### src/rtl/repeater_cascade_bus_port_regs.svh
`ifndef REPEATER_CASCADE_BUS_PORT_REGS_SVH
`define REPEATER_CASCADE_BUS_PORT_REGS_SVH

// ----------------------------------------
// timing
// ----------------------------------------
`define CLK_PERIOD_NS 20
`define BUS_CLK_PERIOD_NS 160
`define BUS_CLK_HALF_CYCLES (`BUS_CLK_PERIOD_NS / (2 * `CLK_PERIOD_NS))
`define ARB_SETTLE_NS 120
`define ARB_SETTLE_CYCLES ((`ARB_SETTLE_NS + `CLK_PERIOD_NS - 1) / `CLK_PERIOD_NS)

// ----------------------------------------
// values
// ----------------------------------------
`define IDLE_VECTOR 5'h1f
`define IDENT_RESET 5'h1f
`define IDENT_HI_PAD 3'h0
`define MGMT_STEP_IDLE 2'h0
`define MGMT_STEP_ID_LO 2'h1
`define MGMT_STEP_ID_HI 2'h2
`define MGMT_STEP_PORT 2'h3
`define FIFO_DEPTH 8
`define NUM_PORTS 12

`endif

### src/rtl/repeater_cascade_bus_port_pkg.sv
`default_nettype none

package repeater_cascade_bus_port_pkg;

	typedef struct packed
	{
		logic err;
		logic valid;
		logic [3:0] data;
	} nibble_word_t;

	typedef enum logic [1:0]
	{
		ST_IDLE = 2'b00,
		ST_ARB = 2'b01,
		ST_HOLD = 2'b10,
		ST_LISTEN = 2'b11
	} bus_state_t;

	typedef struct packed
	{
		logic busClk;
		logic [3:0] data;
		logic errN;
		logic validN;
		logic activityN;
		logic colInN;
		logic [4:0] vector;
		logic mgmtClk;
	} bus_pins_t;

endpackage : repeater_cascade_bus_port_pkg

`default_nettype wire

### src/rtl/cascade_fifo.sv
`timescale 1ns/1ps
`default_nettype none

module cascade_fifo #(
	parameter int WIDTH = 6,
	parameter int DEPTH = 8
)(
	input wire logic clk,
	input wire logic rst,
	input wire logic [WIDTH-1:0] inData,
	input wire logic inValid,
	output logic inReady,
	output logic [WIDTH-1:0] outData,
	output logic outValid,
	input wire logic outReady
);
	localparam int AW = $clog2(DEPTH);

	logic [WIDTH-1:0] mem [DEPTH];
	logic [AW:0] wrPtr_reg;
	logic [AW:0] rdPtr_reg;

	wire logic ptrMsbDiffer = wrPtr_reg[AW] != rdPtr_reg[AW];
	wire logic ptrLowEqual = wrPtr_reg[AW-1:0] == rdPtr_reg[AW-1:0];
	wire logic full = ptrMsbDiffer && ptrLowEqual;
	wire logic empty = !ptrMsbDiffer && ptrLowEqual;
	wire logic doWrite = inValid && !full;
	wire logic doRead = outReady && !empty;

	assign inReady = !full;
	assign outValid = !empty;
	assign outData = mem[rdPtr_reg[AW-1:0]];

	// ----------------------------------------
	// storage
	// ----------------------------------------
	always_ff @(posedge clk)
	begin
		if (doWrite)
			mem[wrPtr_reg[AW-1:0]] <= inData;
	end

	// ----------------------------------------
	// pointers
	// ----------------------------------------
	always_ff @(posedge clk or posedge rst)
	begin
		if (rst)
		begin
			wrPtr_reg <= '0;
			rdPtr_reg <= '0;
		end
		else
		begin
			if (doWrite)
				wrPtr_reg <= wrPtr_reg + (AW+1)'(1);
			if (doRead)
				rdPtr_reg <= rdPtr_reg + (AW+1)'(1);
		end
	end

endmodule : cascade_fifo

`default_nettype wire

### src/rtl/repeater_cascade_bus_port.sv
// What this block does
// - holder drives received nibbles onto shared data
// - data ownership follows vector arbitration only
// - shared error low mirrors phy receive error
// - shared valid is inverted phy receive valid
// - shared bus timed to bus clock rise
// - direction output high only while driving bus
// - pull activity line low on local activity
// - collision input means another chip collided
// - collision out on two or more actives
// - drive own identifier while any port active
// - differing readback while locally active or not all-ones: release direction and lines
// - matching readback: keep driving shared bus
// - identifier on vector while enable asserted
// - report identifier and port on management nibble
// - management valid low exactly while nibble valid
// - management transfers timed to management clock rise
// - management error low on elasticity overrun/underrun
// - capture identifier straps at reset release
// - all-ones vector means idle, never identifier
// - vector enable gates external vector buffers
`timescale 1ns/1ps
`default_nettype none

`include "repeater_cascade_bus_port_regs.svh"

module repeater_cascade_bus_port #(
	parameter int NUM_PORTS = `NUM_PORTS,
	parameter int FIFO_DEPTH = `FIFO_DEPTH
)(
	input wire logic clk,
	input wire logic rst,
	input wire logic [NUM_PORTS-1:0] portActive,
	input wire logic [3:0] phyRxData,
	input wire logic phyRxValid,
	input wire logic phyRxError,
	input wire logic [3:0] rxPortNum,
	input wire logic ebOverrun,
	input wire logic ebUnderrun,
	input wire logic [4:0] repeaterIdent,
	output logic phyReady,
	input wire logic [3:0] sharedNibbleDataIn,
	output logic [3:0] sharedNibbleDataOut,
	output logic sharedNibbleDataOeN,
	input wire logic sharedErrorNIn,
	output logic sharedErrorNOut,
	output logic sharedErrorOeN,
	input wire logic sharedFrameValidNIn,
	output logic sharedFrameValidNOut,
	output logic sharedFrameValidOeN,
	input wire logic sharedBusClockIn,
	output logic sharedBusClockOut,
	output logic sharedBusClockOeN,
	output logic transceiverOutDir,
	input wire logic sharedActivityNIn,
	output logic sharedActivityNOut,
	output logic sharedActivityOeN,
	input wire logic collisionInN,
	output logic collisionOutNOut,
	output logic collisionOutOeN,
	input wire logic [4:0] arbitrationVectorIn,
	output logic [4:0] arbitrationVectorOut,
	output logic [4:0] arbitrationVectorOeN,
	output logic vectorDriveEnableNOut,
	output logic vectorDriveEnableOeN,
	input wire logic mgmtClockIn,
	output logic [3:0] mgmtNibbleOut,
	output logic mgmtNibbleOeN,
	output logic mgmtValidNOut,
	output logic mgmtValidOeN,
	output logic mgmtErrorNOut,
	output logic mgmtErrorOeN,
	output logic [3:0] fwdData,
	output logic fwdValid,
	output logic fwdError,
	output logic fwdStrobe,
	output logic collisionSeen,
	output logic busHeld
);
	localparam logic [2:0] BUS_HALF = 3'(`BUS_CLK_HALF_CYCLES);
	localparam logic [2:0] ARB_SETTLE = 3'(`ARB_SETTLE_CYCLES);

	// ----------------------------------------
	// pin synchronisers
	// ----------------------------------------
	repeater_cascade_bus_port_pkg::bus_pins_t pinRaw;
	repeater_cascade_bus_port_pkg::bus_pins_t sync1_reg;
	repeater_cascade_bus_port_pkg::bus_pins_t sync2_reg;
	repeater_cascade_bus_port_pkg::bus_pins_t sync3_reg;
	repeater_cascade_bus_port_pkg::bus_pins_t filt_reg;
	repeater_cascade_bus_port_pkg::bus_pins_t filt_next;

	assign pinRaw = '{busClk: sharedBusClockIn, data: sharedNibbleDataIn, errN: sharedErrorNIn,
		validN: sharedFrameValidNIn, activityN: sharedActivityNIn, colInN: collisionInN,
		vector: arbitrationVectorIn, mgmtClk: mgmtClockIn};
	wire logic [$bits(pinRaw)-1:0] syncAgree = ~(sync2_reg ^ sync3_reg);
	assign filt_next = (sync2_reg & syncAgree) | (filt_reg & ~syncAgree);

	always_ff @(posedge clk or posedge rst)
	begin
		if (rst)
		begin
			sync1_reg <= '1;
			sync2_reg <= '1;
			sync3_reg <= '1;
			filt_reg <= '1;
		end
		else
		begin
			sync1_reg <= pinRaw;
			sync2_reg <= sync1_reg;
			sync3_reg <= sync2_reg;
			filt_reg <= filt_next;
		end
	end

	// ----------------------------------------
	// identifier strap capture
	// ----------------------------------------
	logic [4:0] ident_reg;
	logic identValid_reg;

	always_ff @(posedge clk or posedge rst)
	begin
		if (rst)
		begin
			ident_reg <= `IDENT_RESET;
			identValid_reg <= 1'b0;
		end
		else if (!identValid_reg)
		begin
			ident_reg <= repeaterIdent;
			identValid_reg <= 1'b1;
		end
	end

	// ----------------------------------------
	// activity and arbitration decode
	// ----------------------------------------
	logic busClkPrev_reg;
	logic mgmtClkPrev_reg;
	repeater_cascade_bus_port_pkg::bus_state_t state_reg;
	repeater_cascade_bus_port_pkg::bus_state_t state_next;

	wire logic identUsable = identValid_reg && (ident_reg != `IDLE_VECTOR);
	wire logic localActive = identUsable && (|portActive);
	wire logic multiLocal = |(portActive & (portActive - NUM_PORTS'(1)));
	wire logic vectorMatch = filt_reg.vector == ident_reg;
	wire logic vectorIdle = filt_reg.vector == `IDLE_VECTOR;
	wire logic otherActive = localActive && !vectorMatch;
	wire logic busClkRise = filt_reg.busClk && !busClkPrev_reg;
	wire logic mgmtClkRise = filt_reg.mgmtClk && !mgmtClkPrev_reg;
	wire logic holding = state_reg == repeater_cascade_bus_port_pkg::ST_HOLD;
	wire logic collisionAssert = multiLocal || otherActive;

	// ----------------------------------------
	// bus ownership state machine
	// ----------------------------------------
	logic [2:0] settleCnt_reg;
	logic fifoOutValid;

	always_comb
	begin
		state_next = state_reg;
		case (state_reg)
			repeater_cascade_bus_port_pkg::ST_IDLE:
			begin
				if (localActive)
					state_next = repeater_cascade_bus_port_pkg::ST_ARB;
				else if (!filt_reg.activityN || !vectorIdle)
					state_next = repeater_cascade_bus_port_pkg::ST_LISTEN;
			end
			repeater_cascade_bus_port_pkg::ST_ARB:
			begin
				if (!localActive)
					state_next = repeater_cascade_bus_port_pkg::ST_IDLE;
				else if (settleCnt_reg == ARB_SETTLE)
					state_next = vectorMatch ? repeater_cascade_bus_port_pkg::ST_HOLD
						: repeater_cascade_bus_port_pkg::ST_LISTEN;
			end
			repeater_cascade_bus_port_pkg::ST_HOLD:
			begin
				if (!vectorMatch && (localActive || !vectorIdle))
					state_next = repeater_cascade_bus_port_pkg::ST_LISTEN;
				else if (!localActive && !fifoOutValid)
					state_next = repeater_cascade_bus_port_pkg::ST_IDLE;
			end
			repeater_cascade_bus_port_pkg::ST_LISTEN:
			begin
				if (filt_reg.activityN && vectorIdle && !localActive)
					state_next = repeater_cascade_bus_port_pkg::ST_IDLE;
			end
			default:
				state_next = repeater_cascade_bus_port_pkg::ST_IDLE;
		endcase
	end

	always_ff @(posedge clk or posedge rst)
	begin
		if (rst)
		begin
			state_reg <= repeater_cascade_bus_port_pkg::ST_IDLE;
			settleCnt_reg <= 3'h0;
			busClkPrev_reg <= 1'b1;
			mgmtClkPrev_reg <= 1'b1;
		end
		else
		begin
			state_reg <= state_next;
			settleCnt_reg <= (state_reg == repeater_cascade_bus_port_pkg::ST_ARB) ? settleCnt_reg + 3'h1 : 3'h0;
			busClkPrev_reg <= filt_reg.busClk;
			mgmtClkPrev_reg <= filt_reg.mgmtClk;
		end
	end

	// ----------------------------------------
	// nibble buffer toward the shared bus
	// ----------------------------------------
	logic busDiv_reg;
	logic [2:0] divCnt_reg;
	repeater_cascade_bus_port_pkg::nibble_word_t fifoIn;
	repeater_cascade_bus_port_pkg::nibble_word_t fifoOut;

	wire logic divTick = holding && (divCnt_reg == BUS_HALF - 3'h1);
	wire logic launchTick = divTick && busDiv_reg;
	wire logic fifoOutReady = launchTick;
	wire logic acceptLocal = localActive && (state_reg == repeater_cascade_bus_port_pkg::ST_ARB || holding);
	assign fifoIn = '{err: phyRxError, valid: phyRxValid, data: phyRxData};

	cascade_fifo #(
		.WIDTH($bits(repeater_cascade_bus_port_pkg::nibble_word_t)),
		.DEPTH(FIFO_DEPTH)
	) nibbleFifo (
		.clk(clk),
		.rst(rst),
		.inData(fifoIn),
		.inValid(acceptLocal && (phyRxValid || phyRxError)),
		.inReady(phyReady),
		.outData(fifoOut),
		.outValid(fifoOutValid),
		.outReady(fifoOutReady)
	);

	// ----------------------------------------
	// shared bus drive
	// ----------------------------------------
	logic [3:0] busData_reg;
	logic busErrN_reg;
	logic busValidN_reg;

	always_ff @(posedge clk or posedge rst)
	begin
		if (rst)
		begin
			divCnt_reg <= 3'h0;
			busDiv_reg <= 1'b0;
			busData_reg <= 4'h0;
			busErrN_reg <= 1'b1;
			busValidN_reg <= 1'b1;
		end
		else
		begin
			divCnt_reg <= divTick || !holding ? 3'h0 : divCnt_reg + 3'h1;
			busDiv_reg <= holding ? busDiv_reg ^ divTick : 1'b0;
			if (launchTick)
			begin
				busData_reg <= fifoOutValid ? fifoOut.data : 4'h0;
				busErrN_reg <= !(fifoOutValid && fifoOut.err);
				busValidN_reg <= !(fifoOutValid && fifoOut.valid);
			end
			else if (!holding)
			begin
				busErrN_reg <= 1'b1;
				busValidN_reg <= 1'b1;
			end
		end
	end

	assign sharedNibbleDataOut = busData_reg;
	assign sharedErrorNOut = busErrN_reg;
	assign sharedFrameValidNOut = busValidN_reg;
	assign sharedBusClockOut = busDiv_reg;
	assign sharedNibbleDataOeN = !holding;
	assign sharedErrorOeN = !holding;
	assign sharedFrameValidOeN = !holding;
	assign sharedBusClockOeN = !holding;
	assign busHeld = holding;

	// ----------------------------------------
	// direction, activity, vector, collision
	// ----------------------------------------
	logic dir_reg;
	logic vecEnN_reg;
	logic colOut_reg;
	logic colSeen_reg;

	always_ff @(posedge clk or posedge rst)
	begin
		if (rst)
		begin
			dir_reg <= 1'b0;
			vecEnN_reg <= 1'b1;
			colOut_reg <= 1'b0;
			colSeen_reg <= 1'b0;
		end
		else
		begin
			dir_reg <= state_next == repeater_cascade_bus_port_pkg::ST_HOLD;
			vecEnN_reg <= !localActive;
			colOut_reg <= collisionAssert;
			colSeen_reg <= collisionAssert || !filt_reg.colInN;
		end
	end

	assign transceiverOutDir = dir_reg;
	assign sharedActivityNOut = 1'b0;
	assign sharedActivityOeN = !localActive;
	assign arbitrationVectorOut = 5'h00;
	assign arbitrationVectorOeN = vecEnN_reg ? 5'h1f : ident_reg;
	assign vectorDriveEnableNOut = 1'b0;
	assign vectorDriveEnableOeN = vecEnN_reg;
	assign collisionOutNOut = 1'b0;
	assign collisionOutOeN = !colOut_reg;
	assign collisionSeen = colSeen_reg;

	// ----------------------------------------
	// forwarding from the shared bus
	// ----------------------------------------
	logic [3:0] fwdData_reg;
	logic fwdValid_reg;
	logic fwdError_reg;
	logic fwdStrobe_reg;

	wire logic listenSample = !holding && busClkRise;

	always_ff @(posedge clk or posedge rst)
	begin
		if (rst)
		begin
			fwdData_reg <= 4'h0;
			fwdValid_reg <= 1'b0;
			fwdError_reg <= 1'b0;
			fwdStrobe_reg <= 1'b0;
		end
		else
		begin
			fwdStrobe_reg <= listenSample;
			if (listenSample)
			begin
				fwdData_reg <= filt_reg.data;
				fwdValid_reg <= !filt_reg.validN;
				fwdError_reg <= !filt_reg.errN;
			end
		end
	end

	assign fwdData = fwdData_reg;
	assign fwdValid = fwdValid_reg;
	assign fwdError = fwdError_reg;
	assign fwdStrobe = fwdStrobe_reg;

	// ----------------------------------------
	// management report
	// ----------------------------------------
	logic [1:0] mgmtStep_reg;
	logic [3:0] mgmtNibble_reg;
	logic [3:0] portLatch_reg;
	logic reportPending_reg;
	logic ebErr_reg;

	wire logic holdStart = !holding && state_next == repeater_cascade_bus_port_pkg::ST_HOLD;
	wire logic ebEvent = ebOverrun || ebUnderrun;
	wire logic stepAdvance = mgmtClkRise && (reportPending_reg || mgmtStep_reg != `MGMT_STEP_IDLE);
	wire logic [1:0] stepNext = mgmtStep_reg + 2'h1;
	wire logic [3:0] nibbleNext = (stepNext == `MGMT_STEP_ID_LO) ? ident_reg[3:0]
		: (stepNext == `MGMT_STEP_ID_HI) ? {`IDENT_HI_PAD, ident_reg[4]}
		: (stepNext == `MGMT_STEP_PORT) ? portLatch_reg : 4'h0;

	always_ff @(posedge clk or posedge rst)
	begin
		if (rst)
		begin
			mgmtStep_reg <= `MGMT_STEP_IDLE;
			mgmtNibble_reg <= 4'h0;
			portLatch_reg <= 4'h0;
			reportPending_reg <= 1'b0;
			ebErr_reg <= 1'b0;
		end
		else
		begin
			if (holdStart)
				portLatch_reg <= rxPortNum;
			reportPending_reg <= holdStart || (reportPending_reg && !stepAdvance);
			ebErr_reg <= ebEvent || (ebErr_reg && !holdStart);
			if (stepAdvance)
			begin
				mgmtStep_reg <= stepNext;
				mgmtNibble_reg <= nibbleNext;
			end
		end
	end

	assign mgmtNibbleOut = mgmtNibble_reg;
	assign mgmtValidNOut = mgmtStep_reg == `MGMT_STEP_IDLE;
	assign mgmtNibbleOeN = 1'b0;
	assign mgmtValidOeN = 1'b0;
	assign mgmtErrorNOut = !ebErr_reg;
	assign mgmtErrorOeN = 1'b0;

endmodule : repeater_cascade_bus_port

`default_nettype wire

### config.mk
export PLATFORM = sky130hd
export DESIGN_NAME = repeater_cascade_bus_port
export DESIGN_NICKNAME = d
export VERILOG_FILES = /design/src/rtl/repeater_cascade_bus_port_pkg.sv /design/src/rtl/cascade_fifo.sv /design/src/rtl/repeater_cascade_bus_port.sv
export VERILOG_INCLUDE_DIRS = /design/src /design/src/rtl
export SDC_FILE = /design/constraint.sdc
export NUM_CORES = 1
export LEC_CHECK = 0
export ABC_AREA = 0
export CAP_MARGIN = 10
export CORE_MARGIN = 10
export CORE_UTILIZATION = 35
export CTS_BUF_LIST = sky130_fd_sc_hd__clkbuf_8
export DETAILED_ROUTE_END_ITERATION = 6
export DONT_BUFFER_PORTS = 1
export RECOVER_POWER = 50
export SLEW_MARGIN = 20
export SYNTH_ARGS = -nofsm -noshare
export SYNTH_HDL_FRONTEND = slang
export SYNTH_SLANG_ARGS = --single-unit
### constraint.sdc
create_clock -name clk -period 3.7 [get_ports clk]
set_input_delay 0.185 -clock clk [delete_from_list [all_inputs] [get_ports clk]]
set_output_delay 0.185 -clock clk [all_outputs]
set_load 0.02 [all_outputs]
# Word level (Yosys, flattened, before mapping)
# Memory sizes are Yosys's and may differ from the RTL's.
# Index checks and enable logic that the tools add are counted.
# classes
addsub,6
mux,22
n_eq_ne,15
reduce_logical,59
n_bitwise,8
# ops
op,n
$and A15 B15 Y15,2
$not A15 Y15,2
$logic_and A1 B1 Y1,24
$reduce_or A12 Y1,2
$logic_not A1 Y1,19
$mux W4,4
$or A15 B15 Y15,1
$xor A15 B15 Y15,1
$mux W2,7
$and A12 B12 Y12,1
$sub A12 B1 Y12 const B,1
$logic_or A1 B1 Y1,11
$eq A2 B2 Y1 const B,5
$add A4 B1 Y4 const B,2
$pmux W2 S4,1
$mux W1,7
$add A3 B1 Y3 const B,2
$mux W3,2
$eq A5 B5 Y1,1
$eq A5 B5 Y1 const B,1
$mux W5,1
$ne A5 B5 Y1 const B,1
$eq A2 B1 Y1 const B,2
$logic_not A2 Y1,2
8 further kinds,8
# word_totals
word_cells,169
ramBits,48
memories,1
regBits,114
# mem_list
name,words,word_bits,read_ports,rd_clocked_by_memory_dff,write_ports,line_no,source
nibbleFifo.mem,8,6,1,0,1,cascade_fifo.sv:19,logic [WIDTH-1:0] mem [DEPTH];

# Longest topological paths before layout
# logic_depth
ltp_word,13
ltp_mapped,9

# Modules after synthesis
# Synthesis repeated with hierarchy kept, for this count alone.
# hier_totals
hier_cells,453
hier_area_um2,6720.2
# modules_own_cells
module,cells_each,seq_area_each_um2,instances,area_per_inst_um2
repeater_cascade_bus_port,321,2740.1,1,4217.8
cascade_fifo,132,1641.6,1,2502.4

# Least setup slack after synthesis
# No wires, ideal clock.
# synth_timing
kind,register to register
startpoint,register nibbleFifo.rdPtr_reg[0]
endpoint,"memory nibbleFifo.mem[2][0], enable pin"
stages_incl_launch_ff,8
setup_time_ps,378
required_time_ps,3322
arrival_ps,2098
setup_slack_ps,1223
path_cell_list,dfrtp_1 -> clkbuf_1 -> xnor2_1 -> nand3_1 -> or2_2 -> o2111ai_1 -> or2_2 -> nor3b_1
# synth_between
elab_chain_len,6
# synth_rtl
item,line_no,source
from (decl),cascade_fifo.sv:21,logic [AW:0] rdPtr_reg;
from (signal assigned),cascade_fifo.sv:58,rdPtr_reg <= rdPtr_reg + (AW+1)'(1);
$eq A3 B3 Y1,cascade_fifo.sv:24,wire logic ptrLowEqual = wrPtr_reg[AW-1:0] == rdPtr_reg[AW-1:0];
$logic_and A1 B1 Y1,cascade_fifo.sv:25,wire logic full = ptrMsbDiffer && ptrLowEqual;
$logic_not A1 Y1,-,
via phyReady,repeater_cascade_bus_port.sv:41,"output logic phyReady,"
$logic_and A1 B1 Y1,cascade_fifo.sv:27,wire logic doWrite = inValid && !full;
$mux W1,cascade_fifo.sv:39,if (doWrite)
$mux W1 (not written as such),cascade_fifo.sv:40,mem[wrPtr_reg[AW-1:0]] <= inData;
to (decl),cascade_fifo.sv:19,
# The timed path passes the listed nets, and every way through them passes these cells.

# Worst setup path in the final report
# layout_timing
startpoint,register nibbleFifo.rdPtr_reg[1]
endpoint,register ebErr_reg
# layout_between
elab_chain_len,11
# layout_rtl
item,line_no,source
$eq A3 B3 Y1,cascade_fifo.sv:24,
$logic_and A1 B1 Y1,cascade_fifo.sv:26,wire logic empty = !ptrMsbDiffer && ptrLowEqual;
$logic_and A1 B1 Y1,repeater_cascade_bus_port.sv:185,else if (!localActive && !fifoOutValid)
$mux W2,repeater_cascade_bus_port.sv:185,
$mux W2,repeater_cascade_bus_port.sv:183,if (!vectorMatch && (localActive || !vectorIdle))
$pmux W2 S4,repeater_cascade_bus_port.sv:165,case (state_reg)
$eq A2 B2 Y1,repeater_cascade_bus_port.sv:371,wire logic holdStart = !holding && state_next == repeater_cascade_bus_port_pkg::ST_HOLD;
$logic_and A1 B1 Y1,repeater_cascade_bus_port.sv:371,
$logic_not A1 Y1,repeater_cascade_bus_port.sv:394,ebErr_reg <= ebEvent || (ebErr_reg && !holdStart);
$logic_and A1 B1 Y1,repeater_cascade_bus_port.sv:394,
$logic_or A1 B1 Y1,repeater_cascade_bus_port.sv:394,
to (signal assigned),repeater_cascade_bus_port.sv:394,
to (decl),repeater_cascade_bus_port.sv:369,logic ebErr_reg;
# No other way between the ends.
# A chain may end at the register's enable or synchronous reset.

==> impl_summary.log <==
INFO  metric status = finished with violations
INFO  metric failed_checks = max-capacitance violations, max-slew violations
INFO  metric place_congestion = between 0.8 and 0.9
INFO  metric postRouteWirelength = about 12 mm
INFO  metric most_common_cell_after_layout_fill_and_taps_aside = dfstp_2
INFO  metric grt_start_max_net_pins = 67
INFO  metric pwr_density_cell = ~600 mW/mm2
INFO  metric irDropWorstVdd = 0.291 mV
INFO  metric area.growth.synth_to_final = 15.3%
INFO  metric grt_overflow_total = 0
INFO  metric tightest_slew = roughly 2500 ps
INFO  metric final_max_slew_viol_count = 67
INFO  metric layout.cells.non_filler = between 700 and 800
INFO  metric antenna_found_initial = 0
INFO  metric maxCapViolations = 1
INFO  metric post_synth.cell_area_avg = roughly 15 um2
INFO  metric synthTopCellsByArea = dfstp_2 (29%), edfxtp_1 (22%), dfrtp_1 (17%)
INFO  metric syn_inst = 431
INFO  metric die_width = 156 um
INFO  metric cts_max_level = 4
INFO  metric port-buffer-count = 0
INFO  metric worst-setup-path-type = reg2reg
INFO  metric fmaxAchievable = between 300 and 400 MHz
INFO  metric synth.distinct_cells = 56
INFO  metric drive_gt1_share = 26.4%
INFO  metric insertion_delay = 440 ps
INFO  metric cts-buffers-inserted = 17
INFO  metric cts.sinks = between 150 and 200
INFO  metric critical_path.endpoint_type = flip-flop
INFO  metric routed_via_density = between 4 and 5
INFO  metric layout_min_cycle_time = a little over 3000 ps
INFO  metric synth_seq_cells = around 160
INFO  metric fraction_of_synthesized_cell_area_taken_by_the_top_area_cell_type = 28.6%
INFO  metric clk_transition_reported_paths = ~90 ps
INFO  metric largest_register_ff_count = 48
INFO  metric dp_cells = 649
INFO  metric critical_path.n_buffers_inverters = 1
INFO  metric diodes = 0
INFO  metric die_h = 156 um
INFO  metric hold_class = in2reg
INFO  metric start_util = a little over a third
INFO  metric edff_count_synth = 48
INFO  metric yosysWarningCount = 0
INFO  metric core-area = 0.0180 mm2
INFO  metric finalHoldViolations = 0
INFO  metric drt_pass1_iterations = 4
INFO  metric tritoncts = done
INFO  metric finalCritPeriodShare = 84.2%
INFO  metric grt_pass1_vias = roughly 3600
INFO  metric placementRows = slightly below 50
INFO  metric drt-initial-drc-count = roughly 260
INFO  metric grt.total_usage = 10.6%
INFO  metric skew = between 10 and 15 ps
INFO  metric drcViolationCount = 0
INFO  metric setup-violations-final = 0
INFO  metric critical_path_s_top_delay_family = compound AO/OA/AOI/OAI gates
INFO  metric yosys_most_used_dff = dfstp_2
INFO  metric leakagePower = about 0.0029 uW
INFO  metric timing.critical_path.from_type = flip-flop
INFO  metric ys_seq_area_share = 68.0%
INFO  metric synth_top_cell_by_area = dfstp_2
INFO  metric number_of_top_level_design_ports = between 90 and 100
INFO  metric wl_per_cell = around 17 um
INFO  metric num_vias = 3434
INFO  metric netlist_area = between 0.006 and 0.007 mm2
INFO  metric post_cts.repair.setup_buffers = 0
INFO  metric slowest_stage = dfrtp_1
INFO  metric cts_max_path_buffers = 2
INFO  metric timing.critical_path.slowest_cell_delay = 730 ps
INFO  metric rsz_0062_raised_after_global_routing = false
INFO  metric cp.arrival = 3440 ps
INFO  metric synthArstFlopShare = between 70% and 80%
INFO  metric antenna_left = 0
INFO  metric timing.slew.headroom = -68.0%
INFO  metric dpl.hpwl = roughly 9 mm
INFO  metric cp.required = about 4000 ps
INFO  metric floorplan.die_area = between 0.02 and 0.025 mm2
INFO  metric whs = 38.6 ps
INFO  metric layout.cells.most_common_list = dfstp_2 (54), edfxtp_1 (48), dfrtp_1 (44)
INFO  metric grt_first_pass_wirelength = 20.2 mm
INFO  metric cp_cell_sequence = xnor2_1, nand4_1, o31ai_2, nand3_1, a22oi_4, nand3_4, a211o_1, dlygate4sd3_1
INFO  metric num-nets-final = ~540
INFO  metric clk_root_buffer_cell = clkbuf_8
INFO  metric setup_tns = 0 ps
INFO  metric critical_path_maximum_fanout = 16
## cell families (layout without fill, tap and decap cells)
family | after synthesis | in the layout | synth area share (%)
muxes | 29 | 29 | 7.29
AOI/OAI and AO/OA | 42 | 42 | 4.66
other | 2 | 12 | 0.117
adders and majority gates | 31 | 31 | 5.36
xor gates and xnor gates | 17 | 17 | 2.31
buffers and inverters | 48 | 95 | 3.75
DFF | 162 | 162 | 68.0
and+or+nand+nor | 100 | 100 | 8.47
## per-stage QoR
step                instance area [um2]  setup WS (ps)  utilization, %  power, uW
floorplan                          6480            615               -       2990
global placement                   6650            947            36.9       3160
finish                             7430            586            41.2       4510
global route                       7430            352            41.2       4780
CTS                                7430            536            41.2       4590
detailed placement                 6650            692            36.9       3180
## cell type report
class / count / area (um2)
Tap cell: 229 / 287
Clock inverter: 13 / 164
Multi-Input combinational cell: 231 / 1850
Inverter: 22 / 82.6
Clock buffer: 19 / 262
Sequential cell: 162 / 4380
Fill cell: 1654 / 10600
Timing Repair Buffer: 41 / 398
## worst reg2reg max path: stages, from the launching register on
cell and delay, ps:
dfrtp_1 730, xnor2_1 210, nand4_1 290, o31ai_2 310, nand3_1 150, a22oi_4 260
nand3_4 170, a211o_1 320, dlygate4sd3_1 560
## synth_stat cells, types with 8 or more instances
cell type and number:
inv_1 22, maj3_1 17, mux4_2 12, nand3_1 9, xor2_1 8, nand2_1 34, nor2_1 16, xnor2_1 9
dfstp_2 70, buf_4 14, edfxtp_1 48, dfrtp_1 44, a21oi_1 8, ha_1 14, clkbuf_1 8
## routing by layer
layer	global-route usage, %	wire length [um]	part of all wire (%)
met1	13.3	5440	44
met2	16.2	5920	48
met3	4.08	951	7.6
met4	4.32	124	1.0
met5	0	0	0
## repair_timing
action                    CTS  global route
hold endpoints to repair   90             0
hold buffers               36             0
gates resized for setup     0             0
## path summary, 6_finish.rpt
kind	slack, ps	cells past startpoint	end	start
max	590	8	ebErr_reg$_DFF_PP0_	nibbleFifo.rdPtr_reg[1]$_DFFE_PP0P_
min	40	3	collisionSeen$_DFF_PP0_	portActive[6]
max reg2reg	590	8	ebErr_reg$_DFF_PP0_	nibbleFifo.rdPtr_reg[1]$_DFFE_PP0P_
min reg2reg	360	0	sync2_reg[13]$_DFF_PP1_	sync1_reg[13]$_DFF_PP1_
max in group asynchronous	1110	3	ident_reg[2]$_DFFE_PP1N_	rst
min in group asynchronous	1050	2	nibbleFifo.wrPtr_reg[2]$_DFFE_PP0P_	rst
## power breakdown
part           switching, uW  internal, uW  total, uW
clock network            681           661       1340
logic                    441           345        785
registers                261          2120       2380
Note: power is estimated with default switching activity, not from simulation.
